## src/hdl/fdp_pkg.sv

```systemverilog
package fdp_pkg;

  // ****************************************************************
  // Bus geometry
  // ****************************************************************
  localparam int unsigned FDP_SUBPHASES = 4;
  localparam int unsigned FDP_LANE_W    = 64;
  localparam int unsigned FDP_GROUPS    = 4;
  localparam int unsigned FDP_GROUP_W   = 16;
  localparam int unsigned FDP_PAIR_W    = 2;
  localparam int unsigned FDP_ECC_W     = FDP_GROUPS * FDP_PAIR_W;
  localparam int unsigned FDP_PAR_W     = FDP_GROUPS;
  localparam int unsigned FDP_WORD_W    = FDP_SUBPHASES * FDP_LANE_W;
  localparam int unsigned FDP_FLAG_W    = FDP_SUBPHASES * FDP_GROUPS;
  localparam int unsigned FDP_ECCS_W    = FDP_SUBPHASES * FDP_ECC_W;
  localparam int unsigned FDP_INV_W     = FDP_GROUP_W + FDP_PAIR_W;
  localparam logic [4:0]  FDP_INV_LIMIT = 5'h09;
  localparam int unsigned FDP_FIFO_DEPTH = 8;
  localparam int unsigned FDP_SYNC_STAGES = 2;

  // ****************************************************************
  // Reset values
  // ****************************************************************
  localparam logic FDP_RST_FLAG = 1'b0;

  typedef enum logic [0:0] {
    FDP_IDLE,
    FDP_XFER
  } fdp_state_t;

  function automatic logic [4:0] fdp_ones(input logic [FDP_INV_W-1:0] v);
    logic [4:0] n;
    n = 5'h00;
    for (int i = 0; i < FDP_INV_W; i++) begin
      n = n + {4'h0, v[i]};
    end
    return n;
  endfunction

  // Pair check code: parity of even bits, then parity of odd bits
  function automatic logic [1:0] fdp_ecc_pair(input logic [FDP_GROUP_W-1:0] d);
    logic [1:0] e;
    e = 2'h0;
    for (int i = 0; i < FDP_GROUP_W; i += 2) begin
      e[0] = e[0] ^ d[i];
      e[1] = e[1] ^ d[i+1];
    end
    return e;
  endfunction

endpackage

```

## src/hdl/fdp_stream_if.sv

```systemverilog
`timescale 1ns/10ps
`default_nettype none

interface fdp_stream_if #(parameter int unsigned W = 8);
  logic         valid;
  logic         ready;
  logic [W-1:0] data;

  modport src (output valid, output data, input ready);
  modport snk (input valid, input data, output ready);
endinterface

`default_nettype wire
```

## src/hdl/fdp_data_phase.sv

```systemverilog
`timescale 1ns/10ps
`default_nettype none

// Operation
// - Owner drives occupied; bus free once deasserted
// - Deferral withdraws the in-order completion promise
// - Data driver also drives eight ECC bits
// - Each ECC pair follows one inversion flag
// - Flagged pairs sent inverted; receiver undoes inversion
// - Data driver also drives four parity bits
// - Valid strobe marks each transfer; capture only then
// - Idle clocks drop the strobe; data ignored
// - Four data subphases per common clock
// - Flag active exactly when its group inverted
// - Invert 18-bit group when over half low
module fdp_data_phase
  import fdp_pkg::*;
#(
  parameter bit          ECC_EN     = 1'b1,
  parameter bit          PARITY_EN  = 1'b1,
  parameter int unsigned FIFO_DEPTH = FDP_FIFO_DEPTH
) (
  input  wire logic                  clk,
  input  wire logic                  reset_n,
  // User transmit stream, one common clock of data per word
  input  wire logic                  tx_valid,
  output logic                       tx_ready,
  input  wire logic [FDP_WORD_W-1:0] tx_data,
  input  wire logic                  tx_last,
  input  wire logic                  data_phase_grant,
  input  wire logic                  txn_start,
  output logic                       tx_active,
  output logic                       inorder_withdrawn,
  // User receive side
  output logic                       rx_valid,
  output logic [FDP_WORD_W-1:0]      rx_data,
  output logic [FDP_ECCS_W-1:0]      rx_ecc,
  output logic                       rx_parity_err,
  output logic                       rx_ecc_err,
  // Bus pins, logical level, four subphases packed low first
  input  wire logic                  data_bus_occupied_i,
  output logic                       data_bus_occupied_o,
  output logic                       data_bus_occupied_oe,
  input  wire logic                  data_valid_strobe_i,
  output logic                       data_valid_strobe_o,
  output logic                       data_valid_strobe_oe,
  input  wire logic                  order_deferral_i,
  input  wire logic [FDP_WORD_W-1:0] bus_data_i,
  output logic [FDP_WORD_W-1:0]      bus_data_o,
  output logic                       bus_data_oe,
  input  wire logic [FDP_FLAG_W-1:0] bus_inversion_flags_i,
  output logic [FDP_FLAG_W-1:0]      bus_inversion_flags_o,
  output logic                       bus_inversion_flags_oe,
  input  wire logic [FDP_ECCS_W-1:0] data_ecc_bits_i,
  output logic [FDP_ECCS_W-1:0]      data_ecc_bits_o,
  output logic                       data_ecc_bits_oe,
  input  wire logic [FDP_FLAG_W-1:0] data_parity_bits_i,
  output logic [FDP_FLAG_W-1:0]      data_parity_bits_o,
  output logic                       data_parity_bits_oe
);

  if (FIFO_DEPTH < 2) begin : g_bad_depth
    $error("fdp_data_phase: FIFO_DEPTH below 2");
  end

  // ****************************************************************
  // Pin synchronisers
  // ****************************************************************
  localparam int unsigned SYNC_W = 3 + FDP_WORD_W + FDP_FLAG_W + FDP_ECCS_W + FDP_FLAG_W;

  logic [SYNC_W-1:0] pin_meta_reg;
  logic [SYNC_W-1:0] pin_sync_reg;

  always_ff @(posedge clk or negedge reset_n) begin
    if (!reset_n) begin
      pin_meta_reg <= '0;
      pin_sync_reg <= '0;
    end else begin
      pin_meta_reg <= {data_bus_occupied_i, data_valid_strobe_i, order_deferral_i,
                       bus_data_i, bus_inversion_flags_i, data_ecc_bits_i,
                       data_parity_bits_i};
      pin_sync_reg <= pin_meta_reg;
    end
  end

  logic                  occ_s;
  logic                  strobe_s;
  logic                  order_deferral_s;
  logic [FDP_WORD_W-1:0] data_s;
  logic [FDP_FLAG_W-1:0] flags_s;
  logic [FDP_ECCS_W-1:0] ecc_s;
  logic [FDP_FLAG_W-1:0] par_s;

  assign {occ_s, strobe_s, order_deferral_s, data_s, flags_s, ecc_s, par_s} = pin_sync_reg;

  // ****************************************************************
  // Transmit buffer
  // ****************************************************************
  localparam int unsigned FW = FDP_WORD_W + 1;

  fdp_stream_if #(.W(FW)) in_s ();
  fdp_stream_if #(.W(FW)) out_s ();

  assign in_s.valid = tx_valid;
  assign in_s.data  = {tx_last, tx_data};
  assign tx_ready   = in_s.ready;

  fdp_fifo #(
    .W     (FW),
    .DEPTH (FIFO_DEPTH)
  ) u_fifo (
    .clk     (clk),
    .reset_n (reset_n),
    .in_s    (in_s),
    .out_s   (out_s)
  );

  logic [FDP_WORD_W-1:0] head_data;
  logic                  head_last;

  assign head_data = out_s.data[FDP_WORD_W-1:0];
  assign head_last = out_s.data[FDP_WORD_W];

  // ****************************************************************
  // Data phase ownership
  // ****************************************************************
  fdp_state_t state_reg;
  logic       start;
  logic       pop;

  // Bus counts as free only when no other owner holds occupied
  assign start       = (state_reg == FDP_IDLE) & data_phase_grant & ~occ_s & out_s.valid;
  // An empty buffer mid-phase simply yields an idle clock
  assign out_s.ready = start | (state_reg == FDP_XFER);
  assign pop         = out_s.valid & out_s.ready;

  always_ff @(posedge clk or negedge reset_n) begin
    if (!reset_n) begin
      state_reg <= FDP_IDLE;
    end else begin
      unique case (state_reg)
        FDP_IDLE: begin
          if (start && !head_last) begin
            state_reg <= FDP_XFER;
          end
        end
        FDP_XFER: begin
          if (pop && head_last) begin
            state_reg <= FDP_IDLE;
          end
        end
      endcase
    end
  end

  logic occ_reg;
  logic strobe_reg;

  always_ff @(posedge clk or negedge reset_n) begin
    if (!reset_n) begin
      occ_reg    <= FDP_RST_FLAG;
      strobe_reg <= FDP_RST_FLAG;
    end else begin
      occ_reg    <= start | (state_reg == FDP_XFER);
      strobe_reg <= pop;
    end
  end

  // ****************************************************************
  // Subphase encoding
  // ****************************************************************
  logic [FDP_WORD_W-1:0] enc_data;
  logic [FDP_FLAG_W-1:0] enc_flags;
  logic [FDP_ECCS_W-1:0] enc_ecc;
  logic [FDP_FLAG_W-1:0] enc_par;
  logic [FDP_WORD_W-1:0] dec_data;
  logic [FDP_ECCS_W-1:0] dec_ecc;
  logic [FDP_FLAG_W-1:0] chk_ecc_err;
  logic [FDP_FLAG_W-1:0] chk_par_err;

  for (genvar s = 0; s < FDP_SUBPHASES; s++) begin : g_sub
    for (genvar g = 0; g < FDP_GROUPS; g++) begin : g_grp
      localparam int unsigned DI = s * FDP_LANE_W + g * FDP_GROUP_W;
      localparam int unsigned EI = s * FDP_ECC_W + g * FDP_PAIR_W;
      localparam int unsigned FI = s * FDP_GROUPS + g;

      logic [FDP_GROUP_W-1:0] raw;
      logic [FDP_PAIR_W-1:0]  pair;
      logic                   inv;
      logic [FDP_GROUP_W-1:0] rx_raw;
      logic [FDP_PAIR_W-1:0]  rx_pair;

      assign raw  = head_data[DI +: FDP_GROUP_W];
      assign pair = ECC_EN ? fdp_ecc_pair(raw) : 2'h0;
      // Asserted bits are driven low on the wire
      assign inv  = fdp_ones({pair, raw}) > FDP_INV_LIMIT;
      assign enc_flags[FI]                = inv;
      assign enc_data[DI +: FDP_GROUP_W]  = inv ? ~raw : raw;
      assign enc_ecc[EI +: FDP_PAIR_W]    = inv ? ~pair : pair;
      assign enc_par[FI]                  = PARITY_EN ? ^raw : 1'b0;

      // Receive side undoes the inversion of data and its pair
      assign rx_raw  = flags_s[FI] ? ~data_s[DI +: FDP_GROUP_W] : data_s[DI +: FDP_GROUP_W];
      assign rx_pair = flags_s[FI] ? ~ecc_s[EI +: FDP_PAIR_W] : ecc_s[EI +: FDP_PAIR_W];
      assign dec_data[DI +: FDP_GROUP_W] = rx_raw;
      assign dec_ecc[EI +: FDP_PAIR_W]   = rx_pair;
      assign chk_ecc_err[FI] = ECC_EN & (fdp_ecc_pair(rx_raw) != rx_pair);
      assign chk_par_err[FI] = PARITY_EN & ((^rx_raw) != par_s[FI]);
    end
  end

  logic [FDP_WORD_W-1:0] data_reg;
  logic [FDP_FLAG_W-1:0] flags_reg;
  logic [FDP_ECCS_W-1:0] ecc_reg;
  logic [FDP_FLAG_W-1:0] par_reg;

  // Lines hold their last value through idle clocks to save toggles
  always_ff @(posedge clk or negedge reset_n) begin
    if (!reset_n) begin
      data_reg  <= '0;
      flags_reg <= '0;
      ecc_reg   <= '0;
      par_reg   <= '0;
    end else if (pop) begin
      data_reg  <= enc_data;
      flags_reg <= enc_flags;
      ecc_reg   <= enc_ecc;
      par_reg   <= enc_par;
    end
  end

  assign data_bus_occupied_o    = occ_reg;
  assign data_bus_occupied_oe   = occ_reg;
  assign data_valid_strobe_o    = strobe_reg;
  assign data_valid_strobe_oe   = occ_reg;
  assign bus_data_o             = data_reg;
  assign bus_data_oe            = occ_reg;
  assign bus_inversion_flags_o  = flags_reg;
  assign bus_inversion_flags_oe = occ_reg;
  assign data_ecc_bits_o        = ecc_reg;
  assign data_ecc_bits_oe       = occ_reg & ECC_EN;
  assign data_parity_bits_o     = par_reg;
  assign data_parity_bits_oe    = occ_reg & PARITY_EN;
  assign tx_active              = occ_reg;

  // ****************************************************************
  // Order deferral
  // ****************************************************************
  logic withdrawn_reg;

  // A deferral seen in the same clock as a new transaction wins
  always_ff @(posedge clk or negedge reset_n) begin
    if (!reset_n) begin
      withdrawn_reg <= FDP_RST_FLAG;
    end else if (order_deferral_s) begin
      withdrawn_reg <= 1'b1;
    end else if (txn_start) begin
      withdrawn_reg <= 1'b0;
    end
  end

  assign inorder_withdrawn = withdrawn_reg;

  // ****************************************************************
  // Receive capture
  // ****************************************************************
  // Own strobe returns through the synchroniser two clocks late
  logic [FDP_SYNC_STAGES-1:0] own_reg;
  logic                       capture;

  always_ff @(posedge clk or negedge reset_n) begin
    if (!reset_n) begin
      own_reg <= '0;
    end else begin
      own_reg <= {own_reg[FDP_SYNC_STAGES-2:0], occ_reg};
    end
  end

  assign capture = strobe_s & ~own_reg[FDP_SYNC_STAGES-1];

  logic                  rx_valid_reg;
  logic [FDP_WORD_W-1:0] rx_data_reg;
  logic [FDP_ECCS_W-1:0] rx_ecc_reg;
  logic                  rx_par_err_reg;
  logic                  rx_ecc_err_reg;

  always_ff @(posedge clk or negedge reset_n) begin
    if (!reset_n) begin
      rx_valid_reg <= FDP_RST_FLAG;
    end else begin
      rx_valid_reg <= capture;
    end
  end

  always_ff @(posedge clk or negedge reset_n) begin
    if (!reset_n) begin
      rx_data_reg    <= '0;
      rx_ecc_reg     <= '0;
      rx_par_err_reg <= FDP_RST_FLAG;
      rx_ecc_err_reg <= FDP_RST_FLAG;
    end else if (capture) begin
      rx_data_reg    <= dec_data;
      rx_ecc_reg     <= dec_ecc;
      rx_par_err_reg <= |chk_par_err;
      rx_ecc_err_reg <= |chk_ecc_err;
    end
  end

  assign rx_valid      = rx_valid_reg;
  assign rx_data       = rx_data_reg;
  assign rx_ecc        = rx_ecc_reg;
  assign rx_parity_err = rx_par_err_reg;
  assign rx_ecc_err    = rx_ecc_err_reg;

endmodule // fdp_data_phase

`default_nettype wire

```

## src/hdl/fdp_fifo.sv

```systemverilog
`timescale 1ns/10ps
`default_nettype none

module fdp_fifo
  import fdp_pkg::*;
#(
  parameter int unsigned W     = 8,
  parameter int unsigned DEPTH = FDP_FIFO_DEPTH
) (
  input wire logic    clk,
  input wire logic    reset_n,
  fdp_stream_if.snk   in_s,
  fdp_stream_if.src   out_s
);

  localparam int unsigned AW = (DEPTH > 1) ? $clog2(DEPTH) : 1;

  if (DEPTH < 2 || (DEPTH & (DEPTH - 1)) != 0) begin : g_bad_depth
    $error("fdp_fifo: DEPTH must be a power of two, at least 2");
  end

  logic [W-1:0]  mem [DEPTH];
  logic [AW-1:0] wr_ptr_reg;
  logic [AW-1:0] rd_ptr_reg;
  logic [AW:0]   count_reg;
  logic          push;
  logic          pop;

  // Count is one bit wider than the pointers so full differs from empty
  assign in_s.ready  = (count_reg != (AW+1)'(DEPTH));
  assign out_s.valid = (count_reg != '0);
  assign out_s.data  = mem[rd_ptr_reg];
  assign push        = in_s.valid & in_s.ready;
  assign pop         = out_s.valid & out_s.ready;

  always_ff @(posedge clk) begin
    if (push) begin
      mem[wr_ptr_reg] <= in_s.data;
    end
  end

  always_ff @(posedge clk or negedge reset_n) begin
    if (!reset_n) begin
      wr_ptr_reg <= '0;
      rd_ptr_reg <= '0;
      count_reg  <= '0;
    end else begin
      if (push) begin
        wr_ptr_reg <= wr_ptr_reg + 1'b1;
      end
      if (pop) begin
        rd_ptr_reg <= rd_ptr_reg + 1'b1;
      end
      count_reg <= count_reg + {{AW{1'b0}}, push} - {{AW{1'b0}}, pop};
    end
  end

endmodule // fdp_fifo

`default_nettype wire

```

## config.mk

```make
export PLATFORM = sky130hd
export DESIGN_NAME = fdp_data_phase
export DESIGN_NICKNAME = d
export VERILOG_FILES = /design/src/hdl/fdp_pkg.sv /design/src/hdl/fdp_stream_if.sv /design/src/hdl/fdp_data_phase.sv /design/src/hdl/fdp_fifo.sv
export SDC_FILE = /design/constraint.sdc
export NUM_CORES = 2
export LEC_CHECK = 0
export BUFFER_PORTS_ARGS = -buffer_cell sky130_fd_sc_hd__buf_2
export CAP_MARGIN = 20
export CORE_UTILIZATION = 54
export CTS_BUF_LIST = sky130_fd_sc_hd__clkbuf_16
export DETAILED_ROUTE_END_ITERATION = 12
export GPL_TIMING_DRIVEN = 0
export PLACE_DENSITY = 0.8
export SLEW_MARGIN = 20
export SYNTH_ARGS = -nofsm -noshare
export SYNTH_HDL_FRONTEND = slang
export SYNTH_HIERARCHICAL = 1
export SYNTH_SLANG_ARGS = --single-unit
```

## constraint.sdc

```tcl
create_clock -name clk -period 24.3 [get_ports clk]
set_input_delay 3.645 -clock clk [delete_from_list [all_inputs] [get_ports clk]]
set_output_delay 3.645 -clock clk [all_outputs]
set_load 0.01 [all_outputs]
```

Word level (Yosys, flattened, before mapping)
Memory sizes are Yosys's and may differ from the RTL's.
Cells that the tools add are included.

storage, ports and cells
  register bits after elaboration = 1273
  memory bits (writable) = 2056
  input bits = 585
  output and inout bits = 622
  logic and storage cells = 977
  memories = 1

cells by class
  add/subtract/negate cells = 276
  magnitude comparators = 16
  equality and inequality tests = 33
  mux-type cells = 71
  bitwise logic cells = 522
  reductions and logical operators = 39

memory list
  name        words  bits a word  rd ports  clocked after Yosys merged registers in  write ports  line            source
  u_fifo.mem  8      257          1         0                                        1            fdp_fifo.sv:22  logic [W-1:0] mem [DEPTH];

operators with widths
  kind                 number
  $add 5x1->5          211
  $mux 16              32
  $not 16->16          32
  $reduce_xor 16->1    32
  $xor 1x1->1          448
  $gt 5x4->1 const B   16
  $add 4x1->5          15
  $mux 2               32
  $not 2->2            32
  $add 3x1->4          15
  $add 2x1->3          15
  $add 1x1->2          16
  $ne 2x2->1           16
  $reduce_or 16->1     2
  $ne 1x1->1           16
  $add 3x1->3 const B  2
  $and 1x1->1          6
  $mux 1               6
  $add 4x1->4          1
  $ne 4x4->1 const B   1
  $reduce_bool 4->1    1
  $sub 4x1->4          1
  $not 1->1            3
  $logic_and 1x1->1    2
  4 further kinds      4

Longest topological paths before layout
An unclocked memory read counts as a cell.

  depth after elaboration = 20
  depth in mapped cells = 26

Hierarchy
Netlist, hierarchy kept.

by module, submodules not included
  module          instances  cells an instance  area each (µm²)
  fdp_fifo        1          3026               77653.2
  fdp_data_phase  1          4639               55659.6

Worst setup path before layout
OpenSTA, ideal clock, no wires.

  path type = input to register
  from = in tx_valid
  to = mem u_fifo/mem[0][0] (netlist bit) (enable)
  data arrival time = 27.951 ns
  required time = 22.797 ns
  setup slack = -5.154 ns
  cell stages on the path = 2
  cells stage by stage = nand2_1 > nor4_1

between the ends
  longest elaborated chain between the ends = 3

ends and longest elaborated chain
  what                          line                  source
  start: declaration            fdp_data_phase.sv:26  input wire logic tx_valid,
  $and 1x1->1                   fdp_fifo.sv:33        assign push = in_s.valid & in_s.ready;
  $mux 1                        fdp_fifo.sv:37        if (push) begin
  $mux 1 (implied by the code)  fdp_fifo.sv:38        mem[wr_ptr_reg] <= in_s.data;
  end: declaration              fdp_fifo.sv:22

Every way passes these cells.

Worst setup path in the final report
  from = reg u_fifo.rd_ptr_reg[2]
  to = reg data_reg[73], in the netlist bus_data_o[73]

between the ends
  elaborated cells between the ends (all ways) = 35

RTL lines
  what                          line                   source
  start: declaration            fdp_fifo.sv:24         logic [AW-1:0] rd_ptr_reg;
  start signal: assignment      fdp_fifo.sv:52         rd_ptr_reg <= rd_ptr_reg + 1'b1;
  $mem_v2 8x257 (*)             -
  via out_s.data[66]            fdp_stream_if.sv:7     logic [W-1:0] data;
  $add 2x1->3                   fdp_pkg.sv:35          n = n + {4'h0, v[i]};
  $add 3x1->4                   fdp_pkg.sv:35
  $add 4x1->5                   fdp_pkg.sv:35
  $add 5x1->5 (11 in a row)     fdp_pkg.sv:35
  $add 5x1->5 (*) (2 in a row)  fdp_pkg.sv:35
  $gt 5x4->1 (*)                fdp_data_phase.sv:196  assign inv = fdp_ones({pair, raw}) > FDP_INV_LIMIT;
  $mux 16 (*)                   fdp_data_phase.sv:198  assign enc_data[DI +: FDP_GROUP_W] = inv ? ~raw : raw;
  end signal: assignment        fdp_data_phase.sv:225  data_reg <= enc_data;
  end: declaration              fdp_data_phase.sv:212  logic [FDP_WORD_W-1:0] data_reg;

The timed path passes the listed nets; every way through them passes the cells marked *.
A chain may end at the register's enable or synchronous reset.

==> impl_summary.md <==
Outcome
The run finished with clean final reports.

Worst setup path
The element type at the critical path start is a flop. The worst setup path is of the reg -> reg kind. The critical path contains buffers and inverters numbering 8 combined. The depth of the worst register-to-register path is 25. The cell family contributing the most delay on the critical path is adder cells. Among all stages on the critical path, the largest delay is contributed by sky130_fd_sc_hd__buf_1. The worst path required time is about 25000 ps. The critical path runs through a total of 25 cells. The maximum fanout encountered on the critical timing path is 10. The signal arrival time at the worst endpoint is slightly above 9000 ps. The nature of the critical path endpoint is a flop. In this design, the stage delay of the slowest critical-path cell is 710 ps.

Yosys
The share of flip-flops with an asynchronous set or reset after synthesis is roughly two fifths. Counting flops with a built-in enable in the synthesized netlist gives between 2000 and 2500. Synthesis inferred between 3000 and 4000 register bits. The Yosys step of the flow raised 6 warnings. The top cell type by total area after synthesis is sky130_fd_sc_hd__edfxtp_1. In this run the cell area of the synthesized design comes to about 130000 µm². Among all cell types in the netlist, the one instantiated most often is sky130_fd_sc_hd__edfxtp_1. The share of the synthesized area in the top cell type is between 40% and 50%. The most instantiated flip-flop cell in the synthesis netlist is sky130_fd_sc_hd__edfxtp_1. The share of the yosys chip area belonging to registers is between 70% and 80%.

Counting every instance in the synthesized netlist gives between 7000 and 8000. Sorting the synthesized cells by area gives the leading types as sky130_fd_sc_hd__edfxtp_1, sky130_fd_sc_hd__dfrtp_1, sky130_fd_sc_hd__mux4_2, sky130_fd_sc_hd__xnor2_1, sky130_fd_sc_hd__fa_1. The average cell area after synthesis is 17.39 µm².

The net count after synthesis is roughly 8600. After synthesis, the most frequently instantiated cells are sky130_fd_sc_hd__edfxtp_1, sky130_fd_sc_hd__dfrtp_1, sky130_fd_sc_hd__xnor2_1. The netlist uses between 40 and 50 different library cells.

Placed design
The wire-length estimate of the detail-placed layout is approximately 290000 µm. Input and output buffers added on the ports amount to between 1000 and 1500. The final weighted congestion in routability-driven placement is ~0.94.

Timing
The post-route fraction of the period consumed by the critical path is about a third. The minimum hold slack is 275.8 ps. The hold violation total from the final report is 0. The routed design could run at a clock period as short as between 8000 and 9000 ps.

The aggregate negative setup slack is 0 ps. The highest clock rate is between 100 and 150 MHz. The count of final max-slew check failures is 0. At the pin with the least slew margin, the transition time is 1305 ps. The worst slew slack as a fraction of its limit is between 10% and 20%. Setup repair after global routing left no endpoint under its margin. The largest clock skew in the final design is about 110 ps. The total of endpoints with negative setup slack in the final report is 0.

Routing
The number of design-rule violations left by the first detailed-router iteration is roughly 7500. The wire length per cell after detailed routing is 30.14 µm. The number of detailed-routing iterations run before antenna repair is 7. The post-route antenna net violation count is 0. Summing over every cut layer, the via total after detailed routing is around 75000. Using the TritonRoute via totals, the vias-per-cell ratio works out to between 5 and 6.

The count of unresolved DRC violations after routing is 0. Wires add up to around 390000 µm.

Min path
Counting instances, the worst hold path has a depth of 0. The tightest min-delay check is of the reg -> reg type.

Global routing
The total congestion overflow after global routing is 0. The initial antenna violation count is around 220. The via count of the first global-routing pass came to roughly 78000. Entering global routing, the biggest net connects approximately 150 pins. The first global-routing pass estimated 557000 µm of wire.

The global-route usage over all layers is between 30% and 40%.

Layout
The number of fill cells in the layout is roughly 17000. The proportion of layout cells with a drive suffix above 1 is between 20% and 30%. The register with the most flip-flops in the layout has between 2000 and 2500 of them. The count of nets after finishing is ~10000. The growth of design area from synthesis to finish is 18.45%.

CTS
The number of gates resized after CTS is 0. After clock tree synthesis, the setup repair step added 0 buffers. The clock buffer count from CTS is approximately 350. The root buffer cell is sky130_fd_sc_hd__clkbuf_16. Clock-pin slew was measured on the worst setup and hold paths at ~70 ps.

The clock net in this run drives a total of around 3300 sinks. The post-cts hold buffer count is 0. At the later pin of the worst-skew pair, clock insertion delay measures approximately 990 ps. The TritonCTS clock tree is done. The number of levels in the clock H-tree is 5. The buffer depth of the longest clock path is 4.

Floorplanning
The area of the core is 245700 µm². The number of top-level design ports is roughly 1200. The width of the die is between 400 and 500 µm. The floorplan has 182 rows. The area of the die is roughly 250000 µm². The initial core utilization is a little over half.

The overall die height is roughly 500 µm.

Flow run
Across the run, the number of max-cap violations was 0.
[cell type report]
| class | instances | area [µm²] | share of cell area, % |
|---|---|---|---|
| Sequential cell | 3329 | 93590 | 59.27 |
| Multi-Input combinational cell | 3636 | 36780 | 23.29 |
| Timing Repair Buffer | 1465 | 9299 | 5.889 |
| Clock buffer | 353 | 8833 | 5.594 |
| Tap cell | 3220 | 4029 | 2.551 |
| Clock inverter | 261 | 2006 | 1.270 |
| Buffer | 346 | 1732 | 1.097 |
| Inverter | 354 | 1329 | 0.8415 |
| Antenna cell | 121 | 302.8 | 0.1918 |
[path summary, 6_finish.rpt]
path / to / slack (ps) / start
worst max-delay path: bus_data_o[73]$_DFFE_PN0P_ / 15850 / u_fifo/rd_ptr_reg[2]$_DFFE_PN0P_
worst min-delay path: pin_sync_reg[42]$_DFF_PN0_ / 280 / pin_meta_reg[42]$_DFF_PN0_
worst max register to register: bus_data_o[73]$_DFFE_PN0P_ / 15850 / u_fifo/rd_ptr_reg[2]$_DFFE_PN0P_
worst min register to register: pin_sync_reg[42]$_DFF_PN0_ / 280 / pin_meta_reg[42]$_DFF_PN0_
max in group asynchronous: bus_data_o[86]$_DFFE_PN0P_ / 18390 / reset_n
min in group asynchronous: rx_data[142]$_DFFE_PN0P_ / 2610 / reset_n
[per-layer routing]
layer  GRT usage (%)  vias to the layer above  part of all wire (%)
met1           36.65                    38960                    34
met4           23.07                      134                   8.3
met3           9.117                     1080                   9.3
met5               0                        -                  0.21
met2           50.49                     3952                    48
li1                -                    31330                     -
[per-stage QoR]
step                cell area (µm²)  util, %  worst slack [ps]  instances
global placement             143400    58.36            -16290      12090
finish                       157900    64.27             15850      13090
floorplan                    133300        -              1857       7665
detailed placement           146700    59.72             15950      12350
global route                 157800    64.22             15500      13040
CTS                          157600    64.13             15890      12960
[cells in the final DEF, fill, tap and decap left out, types with 6 or more instances in the layout]
cell type                    count
sky130_fd_sc_hd__mux4_2        514
sky130_fd_sc_hd__clkbuf_2       17
sky130_fd_sc_hd__o21ai_0       601
sky130_fd_sc_hd__dfrtp_1      1273
sky130_fd_sc_hd__diode_2       121
sky130_fd_sc_hd__buf_4         144
sky130_fd_sc_hd__buf_16         35
sky130_fd_sc_hd__inv_6          10
sky130_fd_sc_hd__fa_1          191
sky130_fd_sc_hd__a221oi_1       11
sky130_fd_sc_hd__nand4_1         8
sky130_fd_sc_hd__ha_1          149
sky130_fd_sc_hd__nor2_1          9
sky130_fd_sc_hd__clkinv_2       54
sky130_fd_sc_hd__mux2_2        258
sky130_fd_sc_hd__buf_12         27
sky130_fd_sc_hd__buf_1          54
sky130_fd_sc_hd__clkbuf_16     353
sky130_fd_sc_hd__a21o_1         26
sky130_fd_sc_hd__buf_6         107
sky130_fd_sc_hd__edfxtp_1     2056
sky130_fd_sc_hd__xor2_1        272
sky130_fd_sc_hd__inv_1         420
sky130_fd_sc_hd__nand2_1       646
sky130_fd_sc_hd__clkinv_1       73
sky130_fd_sc_hd__xnor2_2         6
sky130_fd_sc_hd__clkinvlp_4     15
sky130_fd_sc_hd__xnor2_1       857
sky130_fd_sc_hd__clkbuf_1      175
sky130_fd_sc_hd__xnor3_1         8
sky130_fd_sc_hd__bufinv_16      28
sky130_fd_sc_hd__a21oi_1        21
sky130_fd_sc_hd__buf_2        1249
[cells by family (layout without fill, tap and decap cells)]
group	count (synthesis)	count (layout)	synth area share, %
xor gates and xnor gates	1143	1143	7.592
and+or+nand+nor	695	695	2.023
adders and majority gates	341	341	4.274
AOI/OAI and AO/OA	684	684	2.755
muxes	773	773	10.87
DFF	3329	3329	70.21
other	0	121	0
buffers and inverters	700	2779	2.279
Power is not shown: default switching activity piles up to over one toggle a cycle in this logic, so the estimate is an artifact.
